==> config.mk <==
export PLATFORM = sky130hd
export DESIGN_NAME = rss_reset_status
export DESIGN_NICKNAME = d
export VERILOG_FILES = /design/src/rtl/rss_pkg.sv /design/src/rtl/rss_reset_status.sv
export SDC_FILE = /design/constraint.sdc
export NUM_CORES = 1
export LEC_CHECK = 0
export ABC_AREA = 1
export BUFFER_PORTS_ARGS = -buffer_cell sky130_fd_sc_hd__buf_4
export CAP_MARGIN = 40
export CORE_AREA = 4 4 79 81
export DETAILED_ROUTE_END_ITERATION = 10
export DIE_AREA = 0 0 83 85
export PLACE_DENSITY = 0.85
export SYNTH_ARGS = -nofsm -noshare
export SYNTH_HDL_FRONTEND = slang
export SYNTH_SLANG_ARGS = --single-unit
export TNS_END_PERCENT = 5
==> constraint.sdc <==
create_clock -name pclk -period 1.7 [get_ports pclk]
set_input_delay 0 -clock pclk [delete_from_list [all_inputs] [get_ports pclk]]
set_output_delay 0 -clock pclk [all_outputs]
set_load 0.02 [all_outputs]
==> src/rtl/rss_pkg.sv <==
// Constants shared by the reset cause status block
package rss_pkg;

    ////////////////////////////////////////////////////////////////////////
    // Bus widths
    localparam int ADDR_W = 8;
    localparam int DATA_W = 32;

    ////////////////////////////////////////////////////////////////////////
    // Register byte offsets
    localparam logic [7:0] CAUSE_OFS      = 8'h00;
    localparam logic [7:0] OPTIONS_OFS    = 8'h04;
    localparam logic [7:0] DBG_FORCE_OFS  = 8'h08;
    localparam logic [7:0] IRQ_STATUS_OFS = 8'h0c;
    localparam logic [7:0] IRQ_MASK_OFS   = 8'h10;
    localparam logic [7:0] IRQ_SRC_EN_OFS = 8'h14;

    ////////////////////////////////////////////////////////////////////////
    // Reset cause register field positions
    localparam int CAUSE_W         = 8;
    localparam int POWER_ON_BIT    = 7;
    localparam int PIN_RESET_BIT   = 6;
    localparam int WATCHDOG_BIT    = 5;
    localparam int ILLEGAL_OP_BIT  = 4;
    localparam int CLOCK_FAULT_BIT = 2;
    localparam int LOW_VOLTAGE_BIT = 1;

    // Reset cause value after power-on
    localparam logic [7:0] CAUSE_POR_VALUE = 8'h82;

    ////////////////////////////////////////////////////////////////////////
    // Options register field positions and reset values
    localparam int           WDOG_EN_BIT   = 0;
    localparam int           STOP_EN_BIT   = 1;
    localparam int           BDM_EN_BIT    = 2;
    localparam logic [2:0]   OPTIONS_RESET = 3'h1;

    // Debug force register field position
    localparam int DBG_FORCE_BIT = 0;

    ////////////////////////////////////////////////////////////////////////
    // Interrupt layout: bit 0 is the internal reset capture event
    localparam int IRQ_CAPTURE_BIT = 0;

    ////////////////////////////////////////////////////////////////////////
    // Timing: system reset held this many bus cycles
    localparam int         RESET_HOLD_CYCLES = 34;
    localparam int         HOLD_CNT_W        = 6;
    localparam logic [5:0] HOLD_CNT_LAST     = 6'(RESET_HOLD_CYCLES - 1);

    ////////////////////////////////////////////////////////////////////////
    // Reset sequencer states
    typedef enum logic [0:0] {
        RSS_RUN,
        RSS_HOLD
    } rss_state_t;

endpackage

==> src/rtl/rss_reset_status.sv <==
// Reset cause capture, watchdog restart decode, options and interrupt gating with APB slave
//
// Function
// - Eight-bit reset cause register with six read-only source flags.
// - Debug forced reset leaves every cause flag cleared.
// - Any write to cause address restarts watchdog; data ignored.
// - Power-on sets power-on and low-voltage flags, clears others.
// - Low-voltage reset sets its flag, clears four, keeps power-on flag.
// - Other resets clear power-on, low-voltage; others follow active sources.
// - Pin flag bit 6 set when external low level caused reset.
// - Watchdog flag bit 5 set when watchdog timeout caused reset.
// - Watchdog disabled means no watchdog reset and no watchdog flag.
// - Illegal opcode flag bit 4 set on illegal opcode reset.
// - Stop instruction is illegal while stop enable is zero.
// - Background entry is illegal while background mode enable is zero.
// - Event in an enabled interrupt source sets its status flag.
// - Interrupt output only for flags whose local enable is one.
// - Clock fault flag bit 2 records clock loss or lock loss reset.
`timescale 1ns/100ps

module rss_reset_status
#(
    parameter int IRQ_EXT = 4
)
(
    input  wire logic                       pclk,
    input  wire logic                       presetn,
    input  wire logic                       psel,
    input  wire logic                       penable,
    input  wire logic                       pwrite,
    input  wire logic [rss_pkg::ADDR_W-1:0] paddr,
    input  wire logic [rss_pkg::DATA_W-1:0] pwdata,
    output logic      [rss_pkg::DATA_W-1:0] prdata,
    output logic                            pready,
    output logic                            pslverr,
    input  wire logic                       pin_reset_n,
    input  wire logic                       low_voltage_det,
    input  wire logic                       watchdog_timeout,
    input  wire logic                       illegal_opcode,
    input  wire logic                       stop_exec,
    input  wire logic                       background_entry_instruction_exec,
    input  wire logic                       clock_fault,
    input  wire logic [IRQ_EXT-1:0]         irq_event,
    output logic                            sys_reset,
    output logic                            wdog_restart,
    output logic                            wdog_enable,
    output logic                            stop_enable,
    output logic                            bdm_enable,
    output logic                            irq
);

    import rss_pkg::*;
    localparam int IRQ_W = IRQ_EXT + 1;

    ////////////////////////////////////////////////////////////////////////
    // Address match helper
    function automatic logic rss_hit(input logic [ADDR_W-1:0] addr, input logic [7:0] ofs);
        rss_hit = (addr == ofs);
    endfunction

    ////////////////////////////////////////////////////////////////////////
    // Declarations
    logic [CAUSE_W-1:0]    cause_reg;
    logic [CAUSE_W-1:0]    cause_next;
    logic [2:0]            options_reg;
    logic [IRQ_W-1:0]      irq_status_reg;
    logic [IRQ_W-1:0]      irq_mask_reg;
    logic [IRQ_W-1:0]      irq_src_en_reg;
    logic [IRQ_W-1:0]      irq_raw;
    logic                  dbg_force_reg;
    rss_state_t            state_reg;
    logic [HOLD_CNT_W-1:0] hold_cnt_reg;
    logic [2:0]            pin_sync_reg;
    logic                  pin_low_reg;
    logic [2:0]            lv_sync_reg;
    logic                  lv_reg;
    logic                  wdog_src;
    logic                  illegal_opcode_flag_src;
    logic                  any_src;
    logic                  capture;
    logic                  setup_phase;
    logic                  wr_fire;
    logic                  addr_ok;
    logic [DATA_W-1:0]     rd_mux;

    ////////////////////////////////////////////////////////////////////////
    // Pin and low voltage inputs: three stages, change taken when last two agree
    always_ff @(posedge pclk or negedge presetn)
    begin
        if (!presetn)
        begin
            pin_sync_reg <= 3'h7;
            pin_low_reg  <= 1'b0;
            lv_sync_reg  <= 3'h0;
            lv_reg       <= 1'b0;
        end
        else
        begin
            pin_sync_reg <= {pin_sync_reg[1:0], pin_reset_n};
            lv_sync_reg  <= {lv_sync_reg[1:0], low_voltage_det};
            if (pin_sync_reg[2] == pin_sync_reg[1])
            begin
                pin_low_reg <= ~pin_sync_reg[2];
            end
            if (lv_sync_reg[2] == lv_sync_reg[1])
            begin
                lv_reg <= lv_sync_reg[2];
            end
        end
    end

    ////////////////////////////////////////////////////////////////////////
    // Reset source qualification
    assign wdog_src = watchdog_timeout & options_reg[WDOG_EN_BIT];
    assign illegal_opcode_flag_src = illegal_opcode
                    | (stop_exec & ~options_reg[STOP_EN_BIT])
                    | (background_entry_instruction_exec & ~options_reg[BDM_EN_BIT]);
    assign any_src  = pin_low_reg | lv_reg | wdog_src | illegal_opcode_flag_src | clock_fault | dbg_force_reg;
    assign capture  = (state_reg == RSS_RUN) & any_src;

    // Next cause value for the reset being entered
    always_comb
    begin
        cause_next = '0;
        if (lv_reg)
        begin
            cause_next[POWER_ON_BIT]    = cause_reg[POWER_ON_BIT];
            cause_next[LOW_VOLTAGE_BIT] = 1'b1;
        end
        else
        begin
            // Power-on and low-voltage stay clear here; forced reset alone gives zero
            cause_next[PIN_RESET_BIT]   = pin_low_reg;
            cause_next[WATCHDOG_BIT]    = wdog_src;
            cause_next[ILLEGAL_OP_BIT]  = illegal_opcode_flag_src;
            cause_next[CLOCK_FAULT_BIT] = clock_fault;
        end
    end

    ////////////////////////////////////////////////////////////////////////
    // Reset cause register, power-on value under presetn
    always_ff @(posedge pclk or negedge presetn)
    begin
        if (!presetn)
        begin
            cause_reg <= CAUSE_POR_VALUE;
        end
        else if (capture)
        begin
            cause_reg <= cause_next;
        end
    end

    ////////////////////////////////////////////////////////////////////////
    // Reset sequencer: holds system reset for a fixed count
    always_ff @(posedge pclk or negedge presetn)
    begin
        if (!presetn)
        begin
            state_reg    <= RSS_RUN;
            hold_cnt_reg <= '0;
            sys_reset    <= 1'b0;
        end
        else
        begin
            case (state_reg)
                RSS_RUN:
                begin
                    if (any_src)
                    begin
                        state_reg    <= RSS_HOLD;
                        hold_cnt_reg <= '0;
                        sys_reset    <= 1'b1;
                    end
                end
                RSS_HOLD:
                begin
                    if (hold_cnt_reg == HOLD_CNT_LAST)
                    begin
                        state_reg <= RSS_RUN;
                        sys_reset <= 1'b0;
                    end
                    else
                    begin
                        hold_cnt_reg <= hold_cnt_reg + 1'b1;
                    end
                end
            endcase
        end
    end

    ////////////////////////////////////////////////////////////////////////
    // APB phase decode
    assign setup_phase = psel & ~penable;
    assign wr_fire     = psel & penable & pready & pwrite;
    assign addr_ok     = rss_hit(paddr, CAUSE_OFS) | rss_hit(paddr, OPTIONS_OFS) | rss_hit(paddr, DBG_FORCE_OFS)
                       | rss_hit(paddr, IRQ_STATUS_OFS) | rss_hit(paddr, IRQ_MASK_OFS) | rss_hit(paddr, IRQ_SRC_EN_OFS);

    // Read data selection
    always_comb
    begin
        rd_mux = '0;
        if (rss_hit(paddr, CAUSE_OFS))
        begin
            rd_mux[CAUSE_W-1:0] = cause_reg;
        end
        else if (rss_hit(paddr, OPTIONS_OFS))
        begin
            rd_mux[2:0] = options_reg;
        end
        else if (rss_hit(paddr, IRQ_STATUS_OFS))
        begin
            rd_mux[IRQ_W-1:0] = irq_status_reg;
        end
        else if (rss_hit(paddr, IRQ_MASK_OFS))
        begin
            rd_mux[IRQ_W-1:0] = irq_mask_reg;
        end
        else if (rss_hit(paddr, IRQ_SRC_EN_OFS))
        begin
            rd_mux[IRQ_W-1:0] = irq_src_en_reg;
        end
    end

    // Answer registered in setup, so access phase completes at once
    always_ff @(posedge pclk or negedge presetn)
    begin
        if (!presetn)
        begin
            pready  <= 1'b0;
            pslverr <= 1'b0;
            prdata  <= '0;
        end
        else if (setup_phase)
        begin
            pready  <= 1'b1;
            pslverr <= ~addr_ok;
            prdata  <= pwrite ? '0 : rd_mux;
        end
        else
        begin
            pready  <= 1'b0;
            pslverr <= 1'b0;
            prdata  <= '0;
        end
    end

    ////////////////////////////////////////////////////////////////////////
    // Watchdog restart pulse on any write to the cause address
    always_ff @(posedge pclk or negedge presetn)
    begin
        if (!presetn)
        begin
            wdog_restart <= 1'b0;
        end
        else
        begin
            wdog_restart <= wr_fire & rss_hit(paddr, CAUSE_OFS);
        end
    end

    // Options: back to defaults whenever a system reset starts
    always_ff @(posedge pclk or negedge presetn)
    begin
        if (!presetn)
        begin
            options_reg <= OPTIONS_RESET;
        end
        else if (capture)
        begin
            options_reg <= OPTIONS_RESET;
        end
        else if (wr_fire & rss_hit(paddr, OPTIONS_OFS))
        begin
            options_reg <= pwdata[2:0];
        end
    end

    // Debug forced reset request, self-clearing once the hold starts
    always_ff @(posedge pclk or negedge presetn)
    begin
        if (!presetn)
        begin
            dbg_force_reg <= 1'b0;
        end
        else if (capture)
        begin
            dbg_force_reg <= 1'b0;
        end
        else if (wr_fire & rss_hit(paddr, DBG_FORCE_OFS) & pwdata[DBG_FORCE_BIT])
        begin
            dbg_force_reg <= 1'b1;
        end
    end

    // Option outputs come straight from flops
    always_ff @(posedge pclk or negedge presetn)
    begin
        if (!presetn)
        begin
            wdog_enable <= OPTIONS_RESET[WDOG_EN_BIT];
            stop_enable <= OPTIONS_RESET[STOP_EN_BIT];
            bdm_enable  <= OPTIONS_RESET[BDM_EN_BIT];
        end
        else
        begin
            wdog_enable <= options_reg[WDOG_EN_BIT];
            stop_enable <= options_reg[STOP_EN_BIT];
            bdm_enable  <= options_reg[BDM_EN_BIT];
        end
    end

    ////////////////////////////////////////////////////////////////////////
    // Interrupt events gated by source enable
    assign irq_raw = {irq_event, capture} & irq_src_en_reg;

    // Sticky status, write one to clear, new event beats the clear
    always_ff @(posedge pclk or negedge presetn)
    begin
        if (!presetn)
        begin
            irq_status_reg <= '0;
        end
        else if (wr_fire & rss_hit(paddr, IRQ_STATUS_OFS))
        begin
            irq_status_reg <= (irq_status_reg & ~pwdata[IRQ_W-1:0]) | irq_raw;
        end
        else
        begin
            irq_status_reg <= irq_status_reg | irq_raw;
        end
    end

    // Local enable and source enable registers
    always_ff @(posedge pclk or negedge presetn)
    begin
        if (!presetn)
        begin
            irq_mask_reg   <= '0;
            irq_src_en_reg <= '0;
        end
        else
        begin
            if (wr_fire & rss_hit(paddr, IRQ_MASK_OFS))
            begin
                irq_mask_reg <= pwdata[IRQ_W-1:0];
            end
            if (wr_fire & rss_hit(paddr, IRQ_SRC_EN_OFS))
            begin
                irq_src_en_reg <= pwdata[IRQ_W-1:0];
            end
        end
    end

    // Level interrupt output
    always_ff @(posedge pclk or negedge presetn)
    begin
        if (!presetn)
        begin
            irq <= 1'b0;
        end
        else
        begin
            irq <= |(irq_status_reg & irq_mask_reg);
        end
    end

endmodule

### After elaboration in Yosys (flattened, before gate mapping)

Index checks and enable logic that the tools add are counted.
W data, S select, Z words.

* register bits: 80
* bits in latches: 0
* RAM bits: 0
* memory bits (read-only): 0
* input port bits: 56
* word-level logic and storage cells: 109
* memories: 0

* add/subtract/negate cells: 1
* $mul: 0
* div/mod/pow operators: 0
* $lt $le $gt $ge: 0
* eq/ne operators: 11
* shifts and indexed selects: 0
* muxes and demuxes: 28
* bitwise logic cells: 40
* reduce and logical (&&, ||, !) cells: 7

Operators by type and width (count)
* $mux W5: 5
* $eq A8 B4 Y1 const B: 2
* $eq A8 B5 Y1 const B: 2
* $mux W8: 2
* $and A1 B1 Y1: 15
* $and A5 B5 Y5: 3
* $mux W3: 5
* $mux W6: 2
* $or A1 B1 Y1: 12
* $pmux W6 S2: 1
* $mux W1: 10
* $or A5 B5 Y5: 2
* $eq A8 B3 Y1 const B: 1
* $logic_not A8 Y1: 1
* $not A1 Y1: 7
* $add A6 B1 Y6 const B: 1
* $eq A6 B6 Y1 const B: 1
* $reduce_and A2 Y1: 3
* $not A5 Y5: 1
* $reduce_or A5 Y1: 1
* $ne A2 B2 Y1 const B: 2
* $pmux W1 S2: 2
* $reduce_bool A2 Y1: 2
* $eq A1 B1 Y1: 2
* other kinds (2): 2

### Logic depth before layout (Yosys ltp)

* word-level depth: 11
* gate-level depth with buffers: 10
* gate-level depth less buffers: 9

### Worst setup path before layout

Ideal clock, no wire load.

* path type: reg-to-reg
* from: reg pready
* to: reg options_reg[1]
* arrival time: 1.125 ns
* required time: 1.583 ns
* path slack: 0.457 ns
* stages on the path, launching flop included: 6
* clock period less this slack: 1.243 ns
* cell sequence: dfrtp_1 -> nand4_4 -> inv_1 -> nand4_1 -> nand3_1 -> nand2_1

* longest elaborated chain between the ends: 4

Ends and longest elaborated chain
* start: declaration: line rss_reset_status.sv:34 `output logic pready,`
* start signal: assignment: line rss_reset_status.sv:230 `pready <= 1'b0;`
* start signal: assignment: line rss_reset_status.sv:236 `pready <= 1'b1;`
* start signal: assignment: line rss_reset_status.sv:242 `pready <= 1'b0;`
* $and A1 B1 Y1 (2 in series): line rss_reset_status.sv:195 `assign wr_fire = psel & penable & pready & pwrite;`
* $and A1 B1 Y1: line rss_reset_status.sv:273 `else if (wr_fire & rss_hit(paddr, OPTIONS_OFS))`
* $reduce_bool A2 Y1 (no line)
* end signal: assignment: line rss_reset_status.sv:275 `options_reg <= pwdata[2:0];`
* end: declaration: line rss_reset_status.sv:65 `logic [2:0] options_reg;`

No other way between the ends.
A chain may end at the register's enable or synchronous reset.

### Worst setup path in the final report

* from: reg options_reg[2]
* to: reg sys_reset

* longest elaborated chain between the ends: 8

Ends and longest elaborated chain
* $not A1 Y1: line rss_reset_status.sv:117 `| (background_entry_instruction_exec & ~options_reg[BDM_EN_BIT]);`
* $and A1 B1 Y1: line rss_reset_status.sv:117
* $or A1 B1 Y1: line rss_reset_status.sv:117
* $or A1 B1 Y1 (3 in series): line rss_reset_status.sv:118 `assign any_src = pin_low_reg | lv_reg | wdog_src | illegal_opcode_flag_src | clock_fault | dbg_force_reg;`
* $ne A2 B2 Y1 (no line)
* $reduce_and A2 Y1 (no line)
* end signal: assignment: line rss_reset_status.sv:162 `sys_reset <= 1'b0;`
* end signal: assignment: line rss_reset_status.sv:173 `sys_reset <= 1'b1;`
* end signal: assignment: line rss_reset_status.sv:181 `sys_reset <= 1'b0;`
* end: declaration: line rss_reset_status.sv:44 `output logic sys_reset,`

No other way between the ends.

==> flow_summary.ini <==
[final_layout]
areaGrowthSynthToFinish_pct = 22.0
final_common_cell = nand2_1
final_cell_mix = nand2_1 (62), dfrtp_1 (49), buf_4 (46), inv_1 (37), nand3_1 (29)
drive_gt1_share_pct = 20.1
diodes = 0
nFillCells = 483
nets = 426
largest_register_ffs = 8
seq_area_mm2 = 0.00141
fin_util_pct = 60.2
multiInputGateArea_mm2 = 0.00104

[pwr]
p_int_mw = 1.91
p_sw_share_pct = 23.9
p_per_area_mw_per_mm2 = 763
comb_power_share_pct = 10.0
pwr-share-seq_pct = 55.5
p_leak_nw = 1.75
p_sw_uw = 600
p_clk_share_pct = 34.5
irDropWorstVdd_mv = 0.535

[cts]
cts_made_buffers = 5
clock_sinks = 56
cts_tree = done
cts_buffer_depth = 2
clkLatencyLatePin_ns = 0.31
cts_root_buf = clkbuf_8
clkTransAtPathRegs_ns = 0.10
htreeDepth = 2
postCtsResizedCells = 0

[synth]
yosys_warnings = 0
synth.avg_cell_area_um2 = 8.88
synth_seq_area_share_pct = 52.2
synthCells = 304
ys_ff_latch = 56
synth_cell_types = 30
syn_area_mm2 = 0.00270

[grt]
grt_pass1_wl_um = 9470
antenna_found_initial = 0
grtUsageMet1_pct = 20.9
grt_pass1_vias = 2083
grt_use_met2_pct = 27.6
grt_overflow = 0
grt_max_degree = 57
grt-busiest-layer = met2
grt_use_total_pct = 16.4
globalRouteMet3Util_pct = 3.50

[sta]
period_share_pct = 81.5
fin_crit_ns = 1.39
setup_viol_count_final = 0
skew_ns = 0.00923
maxSlewHeadroom_pct = 55.7
slew_viol_final = 0
tns_ns = 0
worst_pin_slew_ns = 0.665
max_freq_mhz = 722
final-hold-violation-count = 0
rsz0062_at_grt = false

[setup_path]
cp_slowest_cell = dfrtp_1
worstReg2RegStart = options_reg[2]$_DFFE_PN0P_
cp.required_ns = 1.90
critical_path.max_fanout = 13
worstPathArrival_ns = 1.59
cp-end-kind = flop
critical_path.cell_chain = inv_1 > a21oi_1 > nand2_1 > inv_1 > nand2_1 > nand2_1 > buf_4 > inv_1 > nor2_1 > nor2_1
crit_path_start = options_reg[2]$_DFFE_PN0P_
cpPeakStageDelay_ns = 0.42
start_kind = flop
worstSetupPathType = flop to flop

[floorplanning]
fp.dieW_um = 83
initial_core_util_pct = 49.3
dieArea_mm2 = 0.00706
die_h_um = 85
core-area_mm2 = 0.00547
rows = 27
pin_count = 96

[placement]
portBuffers = 44
gp_congestion = 0.842
dp_hpwl_um = 4060

[detailed_routing]
first_pass_iters = 4
vias = 2106
drt-vias-per-instance = 4.78
drt.antenna.violating_nets = 0
post_drt_wl_per_cell_um = 12.5
drtIter0Drc = 145
drc = 0
routed_wl_um = 5510

[min_path]
min-delay-start = paddr[3]
hp-class = input pin to flop

[flow_run]
cap_violations = 0

[run_status]
status = complete, no violations
[critical path, delay by kind of cell, from the launching register on]
family                 cells  cell delay (ns)
AOI/OAI and AO/OA          1             0.12
buffers and inverters      4             0.39
DFF                        1             0.42
and+or+nand+nor            5             0.37
[layout make-up]
cell class | count | area share [%]
timing repair buffer | 62 | 15.3
clock buffer | 6 | 2.20
sequential | 56 | 42.8
tap | 72 | 2.74
multi-input combinational | 206 | 31.5
clock inverter | 2 | 1.18
inverter | 37 | 4.22
[per-stage QoR]
step	hold slack, ns	instances	setup WS, ns	total power [mW]	instance area [um2]
3_5_place_dp	0.0840	417	0.320	1.64	3020
2_1_floorplan	-0.296	327	0.457	1.57	2790
3_3_place_gp	0.0783	417	0.352	1.63	3020
5_1_grt	0.00726	441	0.132	2.62	3290
4_1_cts	0.0103	441	0.294	2.54	3290
6_report	0.0192	441	0.315	2.51	3290
[layer usage]
layer | up-vias | routed length [um]
met2 | 83 | 2640
met4 | 0 | 73
met5 | - | 0
li1 | 1049 | -
met3 | 7 | 419
met1 | 967 | 2380
[path summary, 6_finish.rpt]
check / endpoint / slack [ns] / cells past startpoint
worst min register to register: lv_sync_reg[1]$_DFF_PN0_ / 0.36 / 0
worst max-delay path: sys_reset$_DFFE_PN0P_ / 0.31 / 10
max in group asynchronous: sys_reset$_DFFE_PN0P_ / 0.98 / 2
min in group asynchronous: irq_status_reg[3]$_DFF_PN0_ / 0.26 / 2
worst min-delay path: dbg_force_reg$_DFFE_PN0P_ / 0.02 / 3
worst max register to register: sys_reset$_DFFE_PN0P_ / 0.31 / 10
[synthesized netlist by cell type (all sizes together)]
cell / instances / area share, %
inv: 37 / 5.1
xnor2: 1 / 0.32
a31oi: 2 / 0.46
xor2: 3 / 0.97
buf: 28 / 7.4
dfstp: 7 / 6.8
nand3b: 3 / 0.83
nor2: 28 / 5.2
nand4: 3 / 1.3
o211ai: 3 / 0.83
o21a: 4 / 1.1
a221oi: 1 / 0.32
a21oi: 3 / 0.56
dfrtp: 49 / 45
conb: 1 / 0.14
nor3: 3 / 0.56
nand2: 68 / 10
maj3: 1 / 0.37
ha: 2 / 0.93
nand3: 31 / 6.1
o21ai: 26 / 4.8
[power groups by stage]
stage,sequential [mW],clock [mW],combinational [mW]
global placement,1.42,0,0.214
floorplan,1.42,0,0.155
detailed placement,1.42,0,0.220
CTS,1.39,0.895,0.250
global route,1.40,0.945,0.280
finish,1.39,0.867,0.250
[cell families after synthesis]
group / Yosys count / share of synthesized area, %
AND/OR/NAND/NOR: 136 / 24.4
buffers and inverters: 65 / 12.6
flip-flops: 56 / 52.2
AO/OA/AOI/OAI: 39 / 8.11
XOR/XNOR: 4 / 1.30
adder cells (fa/ha/maj): 3 / 1.30
other: 1 / 0.139
[what timing repair did]
item / in CTS / in global routing
hold buffers: 16 / 0
endpoints found under the setup margin: 0 / 0
hold endpoints to repair: 66 / 0
buffers inserted: 0 / 0
No activity file was read; power rests on OpenSTA's default activity.
